==> src/mmc_pkg.sv <==
`default_nettype none
package mmc_pkg;
	// ----------------------------------------
	// Clock and serial rates
	// ----------------------------------------
	localparam int CLK_HZ = 20_000_000;
	localparam int US_PER_S = 1_000_000;
	localparam int BAUD_1200 = 1200;
	localparam int BAUD_2400 = 2400;
	localparam int BAUD_4800 = 4800;
	localparam int BAUD_9600 = 9600;
	localparam int PULSE_US = 1000; // Energy pulse width
	localparam logic [3:0] RC_1200 = 4'h3;
	localparam logic [3:0] RC_2400 = 4'h4;
	localparam logic [3:0] RC_4800 = 4'h5;
	localparam logic [3:0] RC_9600 = 4'h6;
	localparam logic [1:0] FMT_8N1 = 2'h0;
	localparam logic [1:0] FMT_8E1 = 2'h1;
	localparam logic [1:0] FMT_8O1 = 2'h2;
	localparam logic [1:0] FMT_8N2 = 2'h3;
	// ----------------------------------------
	// Register map and values
	// ----------------------------------------
	localparam logic [15:0] REG_MODEL_A = 16'h0000;
	localparam logic [15:0] REG_MODEL_B = 16'h0001;
	localparam logic [15:0] REG_VRANGE = 16'h0002;
	localparam logic [15:0] REG_IRANGE = 16'h0003;
	localparam logic [15:0] REG_CFG = 16'h0004;
	localparam logic [15:0] REG_CFG_END = 16'h0005;
	localparam logic [15:0] REG_EN_HI = 16'h000C;
	localparam logic [15:0] REG_EN_LO = 16'h000D;
	localparam logic [15:0] REG_EN_END = 16'h000E;
	localparam logic [15:0] VRANGE_V = 16'h00FA;
	localparam logic [15:0] IRANGE_DA = 16'h0032;
	localparam logic [15:0] CFG_RESET = 16'h0105;
	localparam logic [15:0] UPDATE_MS = 16'h03E8;
	localparam logic [15:0] CT_RATIO = 16'h0001;
	localparam logic [15:0] WORD_ZERO = 16'h0000;
	localparam logic [7:0] ADDR_BCAST = 8'h00;
	// ----------------------------------------
	// Frame layout and protocol constants
	// ----------------------------------------
	localparam logic [7:0] FN_READ = 8'h03;
	localparam logic [7:0] FN_WRITE = 8'h10;
	localparam logic [15:0] CRC_INIT = 16'hFFFF;
	localparam logic [15:0] CRC_POLY = 16'hA001;
	localparam logic [15:0] CRC_OK = 16'h0000;
	localparam logic [15:0] MAX_QTY = 16'h0008;
	localparam logic [15:0] WR_QTY = 16'h0001;
	localparam logic [7:0] WR_BCNT = 8'h02;
	localparam logic [5:0] GAP_BITS = 6'h27; // 3.5 chars of 11 bits
	localparam int BUF_LEN = 12;
	localparam logic [4:0] NB_MAX = 5'h0C;
	localparam logic [4:0] LEN_RD_REQ = 5'h08;
	localparam logic [4:0] LEN_WR_REQ = 5'h0B;
	localparam logic [4:0] RD_HDR = 5'h03;
	localparam logic [4:0] WR_HDR = 5'h06;
	localparam logic [4:0] CRC_LEN = 5'h02;
	localparam int B_ADDR = 0;
	localparam int B_FN = 1;
	localparam int B_SAH = 2;
	localparam int B_SAL = 3;
	localparam int B_QH = 4;
	localparam int B_QL = 5;
	localparam int B_BCNT = 6;
	localparam int B_DH = 7;
	localparam int B_DL = 8;
	localparam logic [3:0] DATA_LAST = 4'h8;
	localparam logic [3:0] PAR_IDX = 4'h9;
	localparam logic [3:0] STOP_1 = 4'h9;
	localparam logic [3:0] STOP_2 = 4'hA;

	typedef enum logic [1:0] {
		S_IDLE = 2'b00,
		S_RXB = 2'b01,
		S_EVAL = 2'b11,
		S_TX = 2'b10
	} mmc_state_t;

	// Field views of the configuration word
	function automatic logic [7:0] cfg_addr(input logic [15:0] w);
		return w[15:8];
	endfunction : cfg_addr

	function automatic logic [1:0] cfg_fmt(input logic [15:0] w);
		return w[7:6];
	endfunction : cfg_fmt

	function automatic logic [3:0] cfg_rate(input logic [15:0] w);
		return w[3:0];
	endfunction : cfg_rate

	// One byte of the reflected CRC, LSB first
	function automatic logic [15:0] crc_byte(input logic [15:0] c, input logic [7:0] b);
		logic [15:0] r;
		r = c ^ {8'h00, b};
		for (int i = 0; i < 8; i++) begin
			r = r[0] ? ((r >> 1) ^ CRC_POLY) : (r >> 1);
		end
		return r;
	endfunction : crc_byte
endpackage : mmc_pkg
`default_nettype wire

==> src/mmc_regs.sv <==
`timescale 1ns/1ps
`default_nettype none
module mmc_regs
	import mmc_pkg::*;
#(
	parameter int P_CLK_HZ = CLK_HZ,
	parameter int P_PULSE_CYC = PULSE_US * (CLK_HZ / US_PER_S),
	parameter logic [15:0] P_MODEL_A = 16'h5A01, // Arbitrary identity value
	parameter logic [15:0] P_MODEL_B = 16'h5A02 // Arbitrary identity value
)(
	// Clock, enable, reset
	input wire logic i_core_clk,
	input wire logic i_ce,
	input wire logic i_sys_rst,
	// Serial link
	input wire logic i_rxd,
	output logic o_txd,
	output logic o_led,
	// Metering side
	input wire logic i_energy_tick,
	input wire logic i_nv_load,
	input wire logic [31:0] i_nv_energy,
	output logic [31:0] o_energy,
	output logic o_energy_pulse_out,
	// Settings seen by the rest of the module
	output logic [15:0] o_cfg_word,
	output logic [15:0] o_update_ms,
	output logic [15:0] o_ct_ratio
);
	// ----------------------------------------
	// Elaboration checks
	// ----------------------------------------
	if ((P_CLK_HZ / BAUD_1200) > 65535 || (P_CLK_HZ / BAUD_9600) < 4) begin : g_clk_chk
		$error("Clock rate cannot serve the bit timer");
	end
	if (P_PULSE_CYC < 1) begin : g_pls_chk
		$error("Pulse width must be at least one cycle");
	end

	// ----------------------------------------
	// State
	// ----------------------------------------
	typedef struct packed {
		mmc_state_t st; // Link sequencer
		logic s1; // Receive synchroniser
		logic s2;
		logic s3;
		logic rxf; // Filtered receive level
		logic [15:0] tmr; // Bit period timer
		logic [3:0] bi; // Bit index in character
		logic [7:0] sh; // Receive shifter
		logic bad; // Frame error seen
		logic [5:0] gap; // Idle bit times
		logic [4:0] nb; // Bytes received
		logic [BUF_LEN-1:0][7:0] buff; // Request bytes
		logic [15:0] crc; // Running CRC
		logic [15:0] cfg; // Live settings
		logic [15:0] pcfg; // Settings waiting for reply end
		logic pend;
		logic rd; // Reply is a read
		logic [4:0] ti; // Reply byte index
		logic [4:0] tl; // Reply length
		logic [7:0] tb; // Byte on the wire
		logic txd;
		logic led;
		logic [31:0] en; // Energy count
		logic [31:0] pc; // Pulse width count
		logic pls;
	} mmc_st_t;

	localparam mmc_st_t ST_RST = '{
		st: S_IDLE, s1: 1'b1, s2: 1'b1, s3: 1'b1, rxf: 1'b1,
		crc: CRC_INIT, cfg: CFG_RESET, txd: 1'b1, led: 1'b1,
		default: '0
	};

	mmc_st_t q; // Registered state
	mmc_st_t d; // Next state

	// ----------------------------------------
	// Helpers
	// ----------------------------------------
	// Cycles per bit; unknown codes never reach cfg
	function automatic logic [15:0] bit_cyc(input logic [3:0] rc);
		case (rc)
			RC_1200: return 16'(P_CLK_HZ / BAUD_1200);
			RC_2400: return 16'(P_CLK_HZ / BAUD_2400);
			RC_4800: return 16'(P_CLK_HZ / BAUD_4800);
			default: return 16'(P_CLK_HZ / BAUD_9600);
		endcase
	endfunction : bit_cyc

	function automatic logic has_par(input logic [1:0] f);
		return (f == FMT_8E1) || (f == FMT_8O1);
	endfunction : has_par

	// Even parity makes the ones count even
	function automatic logic par_bit(input logic [1:0] f, input logic [7:0] b);
		return (f == FMT_8O1) ? ~^b : ^b;
	endfunction : par_bit

	// Index of the final stop bit
	function automatic logic [3:0] last_idx(input logic [1:0] f);
		return (f == FMT_8N1) ? STOP_1 : STOP_2;
	endfunction : last_idx

	// Line level for bit i of a character
	function automatic logic tx_bit(input logic [1:0] f, input logic [7:0] b, input logic [3:0] i);
		if (i == 4'h0) begin
			return 1'b0;
		end else if (i <= DATA_LAST) begin
			return b[3'(i - 4'h1)];
		end else if (i == PAR_IDX && has_par(f)) begin
			return par_bit(f, b);
		end else begin
			return 1'b1;
		end
	endfunction : tx_bit

	// Register decode for reads
	function automatic logic [15:0] reg_word(input mmc_st_t s, input logic [15:0] a);
		if (a == REG_MODEL_A) begin
			return P_MODEL_A;
		end else if (a == REG_MODEL_B) begin
			return P_MODEL_B;
		end else if (a == REG_VRANGE) begin
			return VRANGE_V;
		end else if (a == REG_IRANGE) begin
			return IRANGE_DA;
		end else if (a == REG_CFG) begin
			return s.cfg;
		end else if (a == REG_EN_HI) begin
			return s.en[31:16];
		end else if (a == REG_EN_LO) begin
			return s.en[15:0];
		end else begin
			return WORD_ZERO;
		end
	endfunction : reg_word

	// Byte k of the reply; c is the CRC so far
	function automatic logic [7:0] resp_byte(input mmc_st_t s, input logic [4:0] k,
			input logic [15:0] c);
		logic [4:0] off;
		logic [15:0] w;
		off = k - RD_HDR;
		w = reg_word(s, {s.buff[B_SAH], s.buff[B_SAL]} + {12'h000, off[4:1]});
		if (k == s.tl - CRC_LEN) begin
			return c[7:0];
		end else if (k == s.tl - 5'h01) begin
			return c[15:8];
		end else if (!s.rd || k < 5'(B_BCNT - 4)) begin
			return s.buff[k]; // Echo header
		end else if (k == 5'(B_BCNT - 4)) begin
			return {s.buff[B_QL][6:0], 1'b0}; // Byte count
		end else begin
			return off[0] ? w[7:0] : w[15:8];
		end
	endfunction : resp_byte

	// ----------------------------------------
	// Next state
	// ----------------------------------------
	always_comb begin
		logic [15:0] bitc;
		logic [15:0] sa;
		logic [15:0] qty;
		logic [15:0] nw;
		logic [1:0] fmt;
		logic tick;
		logic frm_ok;
		logic rd_ok;
		logic wr_ok;
		d = q;
		fmt = cfg_fmt(q.cfg);
		bitc = bit_cyc(cfg_rate(q.cfg));
		tick = (q.tmr == WORD_ZERO);
		sa = {q.buff[B_SAH], q.buff[B_SAL]};
		qty = {q.buff[B_QH], q.buff[B_QL]};
		nw = {q.buff[B_DH], q.buff[B_DL]};
		// A whole good frame leaves the CRC at zero
		frm_ok = !q.bad && (q.crc == CRC_OK);
		rd_ok = (q.buff[B_FN] == FN_READ) && (q.nb == LEN_RD_REQ)
			&& (qty != WORD_ZERO) && (qty <= MAX_QTY)
			&& ((sa <= REG_CFG && sa + qty <= REG_CFG_END)
			|| (sa >= REG_EN_HI && sa <= REG_EN_LO && sa + qty <= REG_EN_END));
		wr_ok = (q.buff[B_FN] == FN_WRITE) && (q.nb == LEN_WR_REQ)
			&& (sa == REG_CFG) && (qty == WR_QTY) && (q.buff[B_BCNT] == WR_BCNT)
			&& (cfg_rate(nw) >= RC_1200) && (cfg_rate(nw) <= RC_9600)
			&& (cfg_addr(nw) != ADDR_BCAST);
		if (i_ce) begin
			// Three stages; a level counts once two agree
			d.s1 = i_rxd;
			d.s2 = q.s1;
			d.s3 = q.s2;
			if (q.s2 == q.s3) begin
				d.rxf = q.s3;
			end
			if (!tick) begin
				d.tmr = q.tmr - 16'h0001;
			end
			// Energy count; the NV store reloads it
			if (i_nv_load) begin
				d.en = i_nv_energy;
			end else if (i_energy_tick) begin
				d.en = q.en + 32'h0000_0001;
			end
			// Fixed width pulse per energy tick
			if (i_energy_tick) begin
				d.pls = 1'b1;
				d.pc = 32'(P_PULSE_CYC - 1);
			end else if (q.pc != 32'h0000_0000) begin
				d.pc = q.pc - 32'h0000_0001;
			end else begin
				d.pls = 1'b0;
			end
			case (q.st)
				S_IDLE: begin
					if (!q.rxf) begin
						// Start bit: aim at mid-bit
						d.st = S_RXB;
						d.tmr = bitc >> 1;
						d.bi = 4'h0;
					end else if (tick) begin
						d.tmr = bitc - 16'h0001;
						if (q.gap != GAP_BITS) begin
							d.gap = q.gap + 6'h01;
						end else if (q.nb != 5'h00) begin
							d.st = S_EVAL; // Silence ends the frame
						end
					end
				end
				S_RXB: begin
					if (tick) begin
						d.tmr = bitc - 16'h0001;
						d.bi = q.bi + 4'h1;
						if (q.bi == 4'h0) begin
							if (q.rxf) begin
								d.st = S_IDLE; // Glitch, not a start bit
							end
						end else if (q.bi <= DATA_LAST) begin
							d.sh = {q.rxf, q.sh[7:1]};
						end else if (q.bi == last_idx(fmt)) begin
							// Stop bit; store the byte
							if (!q.rxf) begin
								d.bad = 1'b1;
							end
							if (q.nb < NB_MAX) begin
								d.buff[q.nb] = q.sh;
							end else begin
								d.bad = 1'b1; // Too long for any request
							end
							if (q.nb != 5'h1F) begin
								d.nb = q.nb + 5'h01;
							end
							d.crc = crc_byte(q.crc, q.sh);
							d.gap = 6'h00;
							d.st = S_IDLE;
						end else if (has_par(fmt)) begin
							if (q.rxf != par_bit(fmt, q.sh)) begin
								d.bad = 1'b1;
							end
						end else if (!q.rxf) begin
							d.bad = 1'b1; // First of two stops
						end
					end
				end
				S_EVAL: begin
					d.st = S_IDLE;
					d.nb = 5'h00;
					d.crc = CRC_INIT;
					d.bad = 1'b0;
					d.gap = 6'h00;
					// Broadcast write acts at once, silently
					if (frm_ok && wr_ok && q.buff[B_ADDR] == ADDR_BCAST) begin
						d.cfg = nw;
					end
					if (frm_ok && (rd_ok || wr_ok) && q.buff[B_ADDR] == cfg_addr(q.cfg)) begin
						d.st = S_TX;
						d.rd = rd_ok;
						d.pend = wr_ok;
						d.pcfg = nw;
						d.tl = rd_ok ? (RD_HDR + CRC_LEN + {qty[3:0], 1'b0}) : (WR_HDR + CRC_LEN);
						d.ti = 5'h00;
						d.bi = 4'h0;
						d.txd = 1'b0;
						d.tmr = bitc - 16'h0001;
						d.tb = resp_byte(d, 5'h00, CRC_INIT);
					end
				end
				S_TX: begin
					if (tick) begin
						d.tmr = bitc - 16'h0001;
						if (q.bi != last_idx(fmt)) begin
							d.bi = q.bi + 4'h1;
							d.txd = tx_bit(fmt, q.tb, d.bi);
						end else begin
							if (q.ti < q.tl - CRC_LEN) begin
								d.crc = crc_byte(q.crc, q.tb);
							end
							if (q.ti == q.tl - 5'h01) begin
								// Reply done; old settings held until now
								d.st = S_IDLE;
								d.txd = 1'b1;
								d.crc = CRC_INIT;
								d.gap = 6'h00;
								if (q.pend) begin
									d.cfg = q.pcfg;
									d.pend = 1'b0;
								end
							end else begin
								d.ti = q.ti + 5'h01;
								d.bi = 4'h0;
								d.txd = 1'b0;
								d.tb = resp_byte(q, d.ti, d.crc);
							end
						end
					end
				end
				default: begin
					d.st = S_IDLE;
				end
			endcase
			// Indicator follows the wire only while sending
			d.led = (d.st == S_TX) ? d.txd : 1'b1;
		end
	end

	// ----------------------------------------
	// State register
	// ----------------------------------------
	always_ff @(posedge i_core_clk or posedge i_sys_rst) begin
		if (i_sys_rst) begin
			q <= ST_RST;
		end else begin
			q <= d;
		end
	end

	// ----------------------------------------
	// Outputs
	// ----------------------------------------
	assign o_txd = q.txd;
	assign o_led = q.led;
	assign o_energy = q.en;
	assign o_energy_pulse_out = q.pls;
	assign o_cfg_word = q.cfg;
	assign o_update_ms = UPDATE_MS;
	assign o_ct_ratio = CT_RATIO;
endmodule : mmc_regs
`default_nettype wire

==> config.mk <==
export PLATFORM = sky130hd
export DESIGN_NAME = mmc_regs
export DESIGN_NICKNAME = d
export VERILOG_FILES = /design/src/mmc_pkg.sv /design/src/mmc_regs.sv
export SDC_FILE = /design/constraint.sdc
export NUM_CORES = 1
export LEC_CHECK = 0
export BUFFER_PORTS_ARGS = -buffer_cell sky130_fd_sc_hd__buf_4
export CAP_MARGIN = 20
export CORE_MARGIN = 2
export CORE_UTILIZATION = 34
export DETAILED_ROUTE_END_ITERATION = 12
export MAX_ROUTING_LAYER = met4
export PLACE_DENSITY = 0.49
export REMOVE_ABC_BUFFERS = 1
export SKIP_CTS_REPAIR_TIMING = 1
export SYNTH_ARGS = -nofsm -noshare
export SYNTH_HDL_FRONTEND = slang
export SYNTH_SLANG_ARGS = --single-unit
==> constraint.sdc <==
create_clock -name i_core_clk -period 9.8 [get_ports i_core_clk]
set_clock_uncertainty 0.2 [all_clocks]
set_input_delay 1.47 -clock i_core_clk [delete_from_list [all_inputs] [get_ports i_core_clk]]
set_output_delay 1.47 -clock i_core_clk [all_outputs]
set_load 0.02 [all_outputs]
== Word level (Yosys, flattened, before mapping) ==
Cells that the tools add are included.
Operators by class
  bitwise operators: 20
  equality and inequality tests: 53
  add/sub/neg operators: 17
  $lt $le $gt $ge: 17
  mux-type cells: 119
  reductions and logical operators: 65
Operators with widths (number)
  16-bit two-way mux: 29
  32-bit two-way mux: 6
  152-bit two-way mux: 1
  132-bit two-way mux: 1
  124-bit two-way mux: 1
  123-bit two-way mux: 1
  96-bit bitwise mux: 1
  8-bit two-way mux: 12
  96-bit two-way mux: 1
  20-bit one-hot mux with 4 select lines: 1
  16-bit by 4-bit less-or-equal comparator with 1-bit output (second input constant): 3
  16-bit zero test: 3
  2-bit NOT with 3-bit output: 16
  16-bit one-hot mux with 3 select lines: 1
  15-bit one-hot mux with 3 select lines: 1
  20-bit two-way mux: 2
  6-bit two-way mux: 6
  2-bit inequality test (second input constant): 17
  33-bit two-way mux: 1
  32-bit by 1-bit adder with 32-bit output (second input constant): 1
  8-bit binary-select mux with 4-bit select: 1
  8-bit demux with 4-bit select: 1
  16-bit by 1-bit == test with 1-bit output (second input constant): 2
  16-bit by 2-bit == test with 1-bit output (second input constant): 2
  other kinds (81): 180
Word-level totals
  output and inout bits: 83
  register bits: 277
  logic and storage cells: 327
  input bits: 38

== Logic depth before layout (Yosys ltp) ==
Gate-level depths: netlist (run 1).
  depth after elaboration: 25
  mapped depth: 22
  gate-level depth less buffers: 20

== Worst setup path after synthesis (run 1) ==
OpenSTA, ideal clock, no wires.
  path type: reg-to-reg
  start point: register q[80] in the netlist's numbering
  end point: register q[72] in the netlist's numbering
  path buffers: 6
  arrival time: 6.481 ns
  period minus slack after synthesis: 6.763 ns
  data required time: 9.518 ns
  cell stages (with the launch flop): 22
  setup slack: 3.037 ns
  library setup time: 0.082 ns
  cells stage by stage: dfrtp_1 -> buf_1 -> clkbuf_1 -> clkbuf_1 -> clkinv_1 -> ha_1 -> clkbuf_1 -> clkbuf_1 -> xor2_1 -> ha_1 -> fa_1 -> and3_1 -> or2_2 -> nor3b_1 -> o211ai_1 -> or4_1 -> clkbuf_1 -> or2_2 -> a21oi_1 -> a211oi_1 -> or3_1 -> a31oi_1
Between the ends
  longest elaborated chain between the ends: 20
RTL lines
  from (decl): line mmc_regs.sv:77  | mmc_st_t q;
  from (signal assigned): line mmc_regs.sv:334  | q <= ST_RST;
  from (signal assigned): line mmc_regs.sv:336  | q <= d;
  5-bit by 1-bit adder with 5-bit output: line mmc_regs.sv:312  | d.ti = q.ti + 5'h01;
  5-bit by 2-bit subtractor with 5-bit output: line mmc_regs.sv:146  | off = k - RD_HDR;
  16-bit by 4-bit adder with 16-bit output: line mmc_regs.sv:147  | w = reg_word(s, {s.buff[B_SAH], s.buff[B_SAL]} + {12'h000, off[4:1]});
  16-bit by 4-bit == test with 1-bit output: line mmc_regs.sv:134  | end else if (a == REG_EN_LO) begin
  16-bit two-way mux: line mmc_regs.sv:134
  16-bit two-way mux: line mmc_regs.sv:132  | end else if (a == REG_EN_HI) begin
  16-bit two-way mux: line mmc_regs.sv:130  | end else if (a == REG_CFG) begin
  16-bit two-way mux: line mmc_regs.sv:128  | end else if (a == REG_IRANGE) begin
  (+4 left out)
  8-bit two-way mux: line mmc_regs.sv:154  | end else if (k == 5'(B_BCNT - 4)) begin
  8-bit two-way mux: line mmc_regs.sv:152  | end else if (!s.rd || k < 5'(B_BCNT - 4)) begin
  8-bit two-way mux: line mmc_regs.sv:150  | end else if (k == s.tl - 5'h01) begin
  8-bit two-way mux: line mmc_regs.sv:148  | if (k == s.tl - CRC_LEN) begin
  8-bit two-way mux: line mmc_regs.sv:301  | if (q.ti == q.tl - 5'h01) begin
  8-bit two-way mux: line mmc_regs.sv:294  | if (q.bi != last_idx(fmt)) begin
  9-bit two-way mux: line mmc_regs.sv:292  | if (tick) begin
  9-bit one-hot mux with 2 select lines: line mmc_regs.sv:217  | case (q.st)
Several ways; a longest one is shown, not always the timed one. The select of a mux whose other input is x is not followed.
A chain may end at the register's enable or synchronous reset.

== Worst setup path after layout (run 1) ==
  start point: register q[80] in the netlist's numbering
  end point: register q[74] in the netlist's numbering
Same word-level chain as after synthesis.

==> results of run 1 <==
==> metal layers <==
metal  global-route usage, %  wire length, um
met3                    3.67             4070
met4                    7.32             1970
met5                       -                0
met1                    32.9            31000
met2                    36.1            30600
==> cell usage in the layout, fill, tap and decap left out, types with 36 or more instances in the layout <==
cell / n
a21oi_1: 133
and3_1: 39
buf_4: 121
clkbuf_16: 36
dfrtp_1: 250
ha_1: 48
inv_1: 57
mux2_2: 105
nand2_1: 244
nand3_1: 59
nor2_1: 169
nor3_1: 56
nor4_1: 39
o21ai_0: 144
xnor2_1: 88
xor2_1: 40
==> cell families (layout without fill, tap and decap cells) <==
family	after synthesis	in the layout	share of synthesized area, %
adders and majority gates	51	51	3.42
muxes	153	153	10.4
AOI/OAI and AO/OA	511	511	17.3
xor gates and xnor gates	131	131	6.17
DFF	276	276	36.5
buffers and inverters	257	248	6.82
and+or+nand+nor	760	760	19.3
other	2	33	0.0395
==> Yosys cell counts (41+ instances only) <==
cell type,n,area [um2]
a21oi_1,135,676
buf_4,81,608
xor2_1,41,359
nand2_1,244,916
nor2_1,170,638
ha_1,48,601
nand3_1,59,295
xnor2_1,88,771
o21ai_0,145,726
clkbuf_1,101,379
dfrtp_1,251,6280
mux2_2,105,1180
inv_1,58,218
nor3_1,56,280
==> stage by stage <==
step / hold slack [ns] / worst slack (ns) / instance area [um2] / instances
final: 0.269 / 3.65 / 21200 / 2911
after global routing: 0.289 / 3.14 / 21200 / 2910
after CTS: 0.269 / 3.62 / 21200 / 2910
after detailed placement: 0.254 / 3.65 / 20000 / 2846
after global placement: 0.250 / 3.70 / 20000 / 2845
after floorplan: 0.238 / 0.563 / 18100 / 1975
==> worst max path at each step <==
stage,end,slack (ns),startpoint,depth (start not counted)
after detailed placement,q[74],3.65,q[80],16
after floorplan,async pin,0.56,i_sys_rst,1
after global routing,q[74],3.14,q[80],16
after CTS,q[74],3.62,q[80],16
after global placement,q[74],3.70,q[80],16
final,q[74],3.65,q[80],16
==> final cells by class <==
cell class | instances | area (um2) | area share (%)
clock buffer | 44 | 981 | 4.63
multi-input combinational | 1638 | 10900 | 51.6
timing repair buffer | 123 | 943 | 4.45
clock inverter | 20 | 218 | 1.03
sequential | 276 | 6940 | 32.7
tap | 748 | 936 | 4.42
inverter | 61 | 236 | 1.12
antenna | 1 | 2.50 | 0.0118
==> critical path, cell delays in order (launching register included) <==
cell      delay (ns)
dfrtp_2         0.34
buf_4           0.50
clkinv_1        0.50
ha_1            0.53
buf_4           0.40
xor2_1          0.12
ha_1            0.24
fa_1            0.41
and3_1          0.25
or2_2           0.32
nor3b_1         0.27
o211ai_1        0.18
or4_1           0.62
nor2_1          0.43
a211oi_1        0.14
or4_1           0.54
nand2_1         0.08
==> where the power goes <==
part	switching [mW]	leakage (nW)	internal (mW)
combinational	0.602	5.07	0.415
sequential	0.178	3.61	1.26
clock	0.559	0.594	0.799
total	1.34	9.27	2.48
==> summary.txt, run 1 <==
Clock transition at path regs = 0.07 ns
crit-path max FO = 41
Initial Util = 34.5%
DR vias/cell = 5.72
WHS Path Cells = 2
status = complete, no violations
Post-Synthesis Cells = 2,141
Hold WC Path Type = flop to flop
reg2reg path depth = 16
Pwr Total = 3.82 mW
final wirelength = 67,600 um
GRT Total Usage = 23.9%
count of state elements after synthesis = 276
initial DRC count = 1,396
die footprint = 57,900 um2
htree depth = 2
Setup TNS = 0 ns
Main synth FF type = dfrtp_1
max-slew violation count = 0
Hold Path End = q[93]
asr flop ratio synth = 100%
CTS buffer count = 36
VDD IR max = 117 uV
Req. time, crit path = 10.10 ns
Tmin final = 6.15 ns
layout cell share with drive strength beyond 1 = 17.7%
Clk Latency, worst-skew pair = 0.57 ns
Max clock buf depth = 3
GP Congestion = 0.951
FMAX = 0.163 GHz
vias in the first global route = 16,000
initial antenna violation count = 1
CTS tree = built
RSZ-0062 raised after global routing = no
crit path DAT = 6.45 ns
R2R Path Start = q[80]
nature of the critical path endpoint = flop
Post-synth EDFFs = 0
DP HPWL = 49,600 um
clk root buf = clkbuf_16
yosys warns = 0
setup violators final = 0
number of clock sinks = 276
critical path type = flop to flop
P per Cell Area = 180 nW/um2
Final #Nets = 2,224
Cell variety after synth = 89
hold path start = q[93]
pin count of the biggest net entering global routing = 156
total congestion overflow = 0
I/O pin count = 121
reg-to-reg slack, setup = 3.65 ns
Slew @ Worst Pin = 0.988 ns
period utilisation layout = 62.8%
DR DRC count = 0
Max Cap Viol = 0
global-route wire length before repair = 102,000 um
site row count = 86
area of the core = 55,200 um2
FILL cells = 5,580
post-route ant nets = 0
die height = 241 um
P&R area growth vs syn = 11.4%
DR pass1 iterations = 6
# port buffers = 88
Final Hold Vio Count = 0
Die Wd = 241 um
Core Util, Final = 38.4%
Mapped Area = 19,000 um2
Rel. slew slack = 33.9%
R2R Path End = q[74]
Seq/Total Area, Yosys = 36.5%
Via Count = 16,700
Leakage Power = 9.27 nW
drt wl/cell = 23.2 um
Worst setup SP type = flop
Mean Syn Cell Area = 8.89 um2
(Power assumes the default switching activity.)
==> run 2, diff against run 1 <==
==> constraint.sdc (replaced) <==
create_clock -name i_core_clk -period 5.4 [get_ports i_core_clk]
set_clock_uncertainty 0.2 [all_clocks]
set_input_delay 0.81 -clock i_core_clk [delete_from_list [all_inputs] [get_ports i_core_clk]]
set_output_delay 0.81 -clock i_core_clk [all_outputs]
set_load 0.02 [all_outputs]
==> run 2 against run 1 <==
Sequential share of layout area decreased by 0.47 points; die area unchanged; global-route usage increased by 0.54 points; sequential power increased by 80%; register-to-register slack got worse by 3.2 ns; critical path depth unchanged; clock-buffer cell count increased by 4; core utilization increased by 0.56 points; non-clock buffer count increased by 35; clock power increased by 87%; sequential cell count unchanged; critical path type unchanged.
==> summary.txt, run 2 (same netlist as run 1, synthesis figures left out) <==
vias in the first global route = 16,300
switching share of total power = 34.8%
VDD IR max = 298 uV
Crit path largest cell delay = 0.64 ns
final wirelength = 68,800 um
DR DRC count = 0
setup violators final = 0
site row count = 86
GRT Total Usage = 24.4%
Clk Latency, worst-skew pair = 0.58 ns
I/O pin count = 121
area of the core = 55,200 um2
status = complete, no violations
Antenna Cells = 0
clock group share of total power = 36.3%
crit path DAT = 5.28 ns
Pwr Total = 7.00 mW
clk root buf = clkbuf_16
DP HPWL = 50,700 um
Max Cap Viol = 0
CP max-delay cell = or4_1
Inst Count DP = 2,881
die footprint = 57,900 um2
post-route ant nets = 0
crit-path cells = ha_1, and2_1, nand2_1, xor2_1, xnor2_1, ha_1, and3_1, or2_2, nor3b_1, o211ai_1, or4_1, or2_2, a21oi_1, a211oi_1, or3_1, a31oi_1
DR pass1 iterations = 5
reg2reg path depth = 16
pin count of the biggest net entering global routing = 106
Flop pwr share = 37.0%
Req. time, crit path = 5.69 ns
GP Congestion = 0.944
total congestion overflow = 0
commonest non-fill, non-tap cells in the layout = dfrtp_1, nand2_1, nor2_1, buf_4, o21ai_0
nature of the critical path endpoint = flop
die height = 241 um
crit-path max FO = 9
critical path type = flop to flop
# port buffers = 88
Slew @ Worst Pin = 1.08 ns
Net Sw Power = 2.44 mW
Hold WC Path Type = input pin to async pin
CP bufs+invs = 0
max-slew violation count = 0
Worst setup SP type = flop
Worst path top cell family by delay = simple AND/OR/NAND/NOR gates
R2R Path End = q[72]
Die Wd = 241 um
htree depth = 2
initial antenna violation count = 0
reg-to-reg slack, setup = 0.40 ns
R2R Path Start = q[81]
Clock transition at path regs = 0.06 ns
global-route wire length before repair = 104,000 um
P per Cell Area = 325 nW/um2
period utilisation layout = 92.5%
commonest non-fill, non-tap cell in the layout = dfrtp_1
combinational power share = 26.8%
layout cell share with drive strength beyond 1 = 19.1%
number of clock sinks = 276
Final Hold Vio Count = 0
Via Count = 16,900
Final #Nets = 2,260
DR vias/cell = 5.73
drt wl/cell = 23.3 um
Finished Layout Cells = 2,949
FMAX = 0.200 GHz
Tmin final = 5.00 ns
Setup WS post-layout = 0.402 ns
Max clock buf depth = 3
CTS buffer count = 37
Pint = 4.56 mW
Post-Place Worst Slack = 0.454 ns
RSZ-0062 raised after global routing = no
Leakage Power = 9.45 nW
CTS tree = built
Initial Util = 34.5%
Stages on worst setup path = 16
Rel. slew slack = 27.7%
initial DRC count = 1,508
P&R area growth vs syn = 13.0%
[run 2: cell count changes in the layout (fill, tap and decap cells not counted), sizes merged]
cell      before  now
clkinv        15   11
inv           61   63
clkinvlp       2    3
clkbuf        44   48
diode          1    0
buf          123  158
bufinv         3    4
[run 2: final cells by class]
class	instances	area (um2)
repair buffers	158	1210
flip-flops and latches	276	6940
fillers	5563	33700
multi-input cells	1638	11000
well taps	748	936
inverters	61	236
clock buffers	48	997
clock inverters	20	234
[run 2: per-stage QoR]
| step | TNS [ns] | hold WS (ns) | instance area [um2] | util [%] |
|---|---|---|---|---|
| final | 0 | 0.173 | 21500 | 39.0 |
| after detailed placement | 0 | 0.254 | 20300 | 36.7 |
| after CTS | 0 | 0.236 | 21500 | 38.9 |
| after global placement | 0 | 0.249 | 20200 | 36.7 |
| after floorplan | -833.62 | 0.238 | 18100 | - |
| after global routing | 0 | 0.220 | 21500 | 39.0 |
[run 2: power by group through the flow]
| stage | Combinational (mW) | Clock [mW] | Sequential, mW |
|---|---|---|---|
| after detailed placement | 1.86 | 0 | 2.62 |
| after global routing | 2.08 | 2.68 | 2.62 |
| after global placement | 1.85 | 0 | 2.61 |
| after CTS | 1.87 | 2.60 | 2.59 |
| after floorplan | 1.29 | 0 | 2.58 |
| final | 1.87 | 2.54 | 2.59 |
[run 2: routing by layer]
layer  track usage (%)  share of wire [%]  vias up
li1                  -                  -     7726
met1              34.1                 47     8565
met2              37.6                 46      521
met3              3.10                5.4       92
met4              5.87                2.0        0
met5                 -                  0        -
[run 2: worst max-delay path by stage]
| stage | slack (ns) | to | start |
|---|---|---|---|
| floorplan | -3.18 | async pin | i_sys_rst |
| global placement | 0.53 | q[72] | q[81] |
| detailed placement | 0.45 | q[74] | q[81] |
| CTS | 0.42 | q[74] | q[81] |
| global route | 0.08 | q[72] | q[81] |
| finish | 0.40 | q[72] | q[81] |
==> run 3, diff against run 2 <==
--- a/config.mk
+++ b/config.mk
@@ -11,9 +11,9 @@
 export CORE_UTILIZATION = 34
 export DETAILED_ROUTE_END_ITERATION = 12
 export MAX_ROUTING_LAYER = met4
-export PLACE_DENSITY = 0.49
-export REMOVE_ABC_BUFFERS = 1
+export PLACE_DENSITY = 0.47
 export SKIP_CTS_REPAIR_TIMING = 1
+export SLEW_MARGIN = 15
 export SYNTH_ARGS = -nofsm -noshare
 export SYNTH_HDL_FRONTEND = slang
 export SYNTH_SLANG_ARGS = --single-unit
==> constraint.sdc (replaced) <==
create_clock -name i_core_clk -period 5.9 [get_ports i_core_clk]
set_clock_uncertainty 0.2 [all_clocks]
set_input_delay 0.885 -clock i_core_clk [delete_from_list [all_inputs] [get_ports i_core_clk]]
set_output_delay 0.885 -clock i_core_clk [all_outputs]
set_load 0.02 [all_outputs]
==> run 3 against run 2 <==
Largest power group unchanged; setup slack improved by 0.13 ns; register-to-register slack better by 0.13 ns; highest routed layer unchanged; clock-buffer cell count up 4; sequential share of layout area increased by 0.40 points; clock power is 10% lower; maximum frequency is 6.8% lower; critical path type unchanged.
==> summary.txt, run 3 (same netlist as run 1, synthesis figures left out) <==
vias in the first global route = 16,100
initial DRC count = 1,443
max-slew violation count = 0
DR pass1 iterations = 6
number of clock sinks = 276
status = complete, no violations
final wirelength = 67,600 um
global-route wire length before repair = 102,000 um
GR met1 Demand/Resource = 32.5%
RSZ-0062 raised after global routing = no
die footprint = 57,900 um2
DR DRC count = 0
area of the core = 55,200 um2
busiest metal layer after global routing = met2
Clock transition at path regs = 0.06 ns
hold path start = q[92]
Leakage Power = 9.28 nW
Worst setup SP type = flop
Final Hold Vio Count = 0
Antenna Cells = 0
met3 Resource Use GR = 3.96%
CTS tree = built
FMAX = 0.186 GHz
Hold WC Path Type = flop to flop
pin count of the biggest net entering global routing = 139
P&R area growth vs syn = 11.6%
P per Cell Area = 300 nW/um2
crit path DAT = 5.65 ns
Final #Nets = 2,226
drt wl/cell = 23.2 um
clk root buf = clkbuf_16
post-route ant nets = 0
initial antenna violation count = 0
Slew @ Worst Pin = 1.08 ns
htree depth = 2
I/O pin count = 121
Initial Util = 34.5%
nature of the critical path endpoint = flop
met2 usage = 36.1%
CTS buffer count = 37
crit-path max FO = 19
Tmin final = 5.36 ns
DR vias/cell = 5.72
Req. time, crit path = 6.18 ns
Setup TNS = 0 ns
commonest non-fill, non-tap cell in the layout = dfrtp_1
Finished Layout Cells = 2,913
Rel. slew slack = 27.8%
GP Congestion = 0.984
Max clock buf depth = 3
# port buffers = 88
GRT Total Usage = 24.0%
die height = 241 um
total congestion overflow = 0
VDD IR max = 218 uV
Clk Latency, worst-skew pair = 0.55 ns
Die Wd = 241 um
critical path type = flop to flop
commonest non-fill, non-tap cells in the layout = dfrtp_1, nand2_1, nor2_1, o21ai_0, a21oi_1
site row count = 86
Inst Count DP = 2,846
Via Count = 16,700
setup violators final = 0
layout cell share with drive strength beyond 1 = 17.7%
Max Cap Viol = 0
DP HPWL = 49,200 um
period utilisation layout = 90.9%
## run 3: cell count changes in the layout (fill, tap and decap cells not counted), moves of 2 or more
cell / before / now
bufinv_16: 4 / 2
clkbuf_8: 3 / 8
clkinv_2: 9 / 4
buf_4: 156 / 121
## run 3: layout make-up
type / instances / area, um2
clock buffer: 52 / 1060
clock inverter: 14 / 161
fill: 5584 / 34000
inverter: 61 / 233
multi-input combinational: 1638 / 10900
sequential: 276 / 6940
tap: 748 / 936
timing repair buffer: 124 / 960
## run 3: where the power goes
part	internal (mW)	leakage (nW)	switching [mW]
Sequential	2.09	3.61	0.290
Clock	1.36	0.599	0.921
Combinational	0.689	5.07	1.01
## run 3: critical path, stage by stage (launching register included)
cell and delay [ns]:
dfrtp_1 0.59, ha_1 0.27, inv_1 0.06, fa_1 0.40
nand2b_1 0.19, a211oi_1 0.44, o221a_2 0.32, a22oi_1 0.12
or4_1 0.63, or3_1 0.56, a21o_1 0.48, nor2_1 0.32
buf_4 0.36, o21ai_0 0.21, nand4_1 0.13
## run 3: layer usage
metal	wire (um)	share of wire (%)
met3	4390	6.5
met1	30000	44
met5	0	0
met2	30800	46
met4	2450	3.6
## run 3: worst paths after layout
check                               end  slack (ns)  cells after the start
setup / recovery                  q[70]        0.54                     14
hold / removal                    q[92]        0.26                      2
setup reg to reg                  q[70]        0.54                     14
hold reg to reg                   q[92]        0.26                      2
max in group asynchronous  o_energy[19]        4.43                      3
min in group asynchronous     async pin        0.34                      3
## run 3: per-stage QoR
step / hold slack, ns / worst slack (ns) / area (um2) / power (mW) / utilization [%]
global route: 0.282 / 0.193 / 21200 / 6.71 / 38.5
finish: 0.264 / 0.536 / 21200 / 6.36 / 38.5
CTS: 0.269 / 0.475 / 21200 / 6.41 / 38.4
global placement: 0.250 / 0.580 / 20000 / 4.09 / 36.2
floorplan: 0.238 / 0.0798 / 19200 / 3.65 / -
detailed placement: 0.255 / 0.498 / 20000 / 4.10 / 36.2
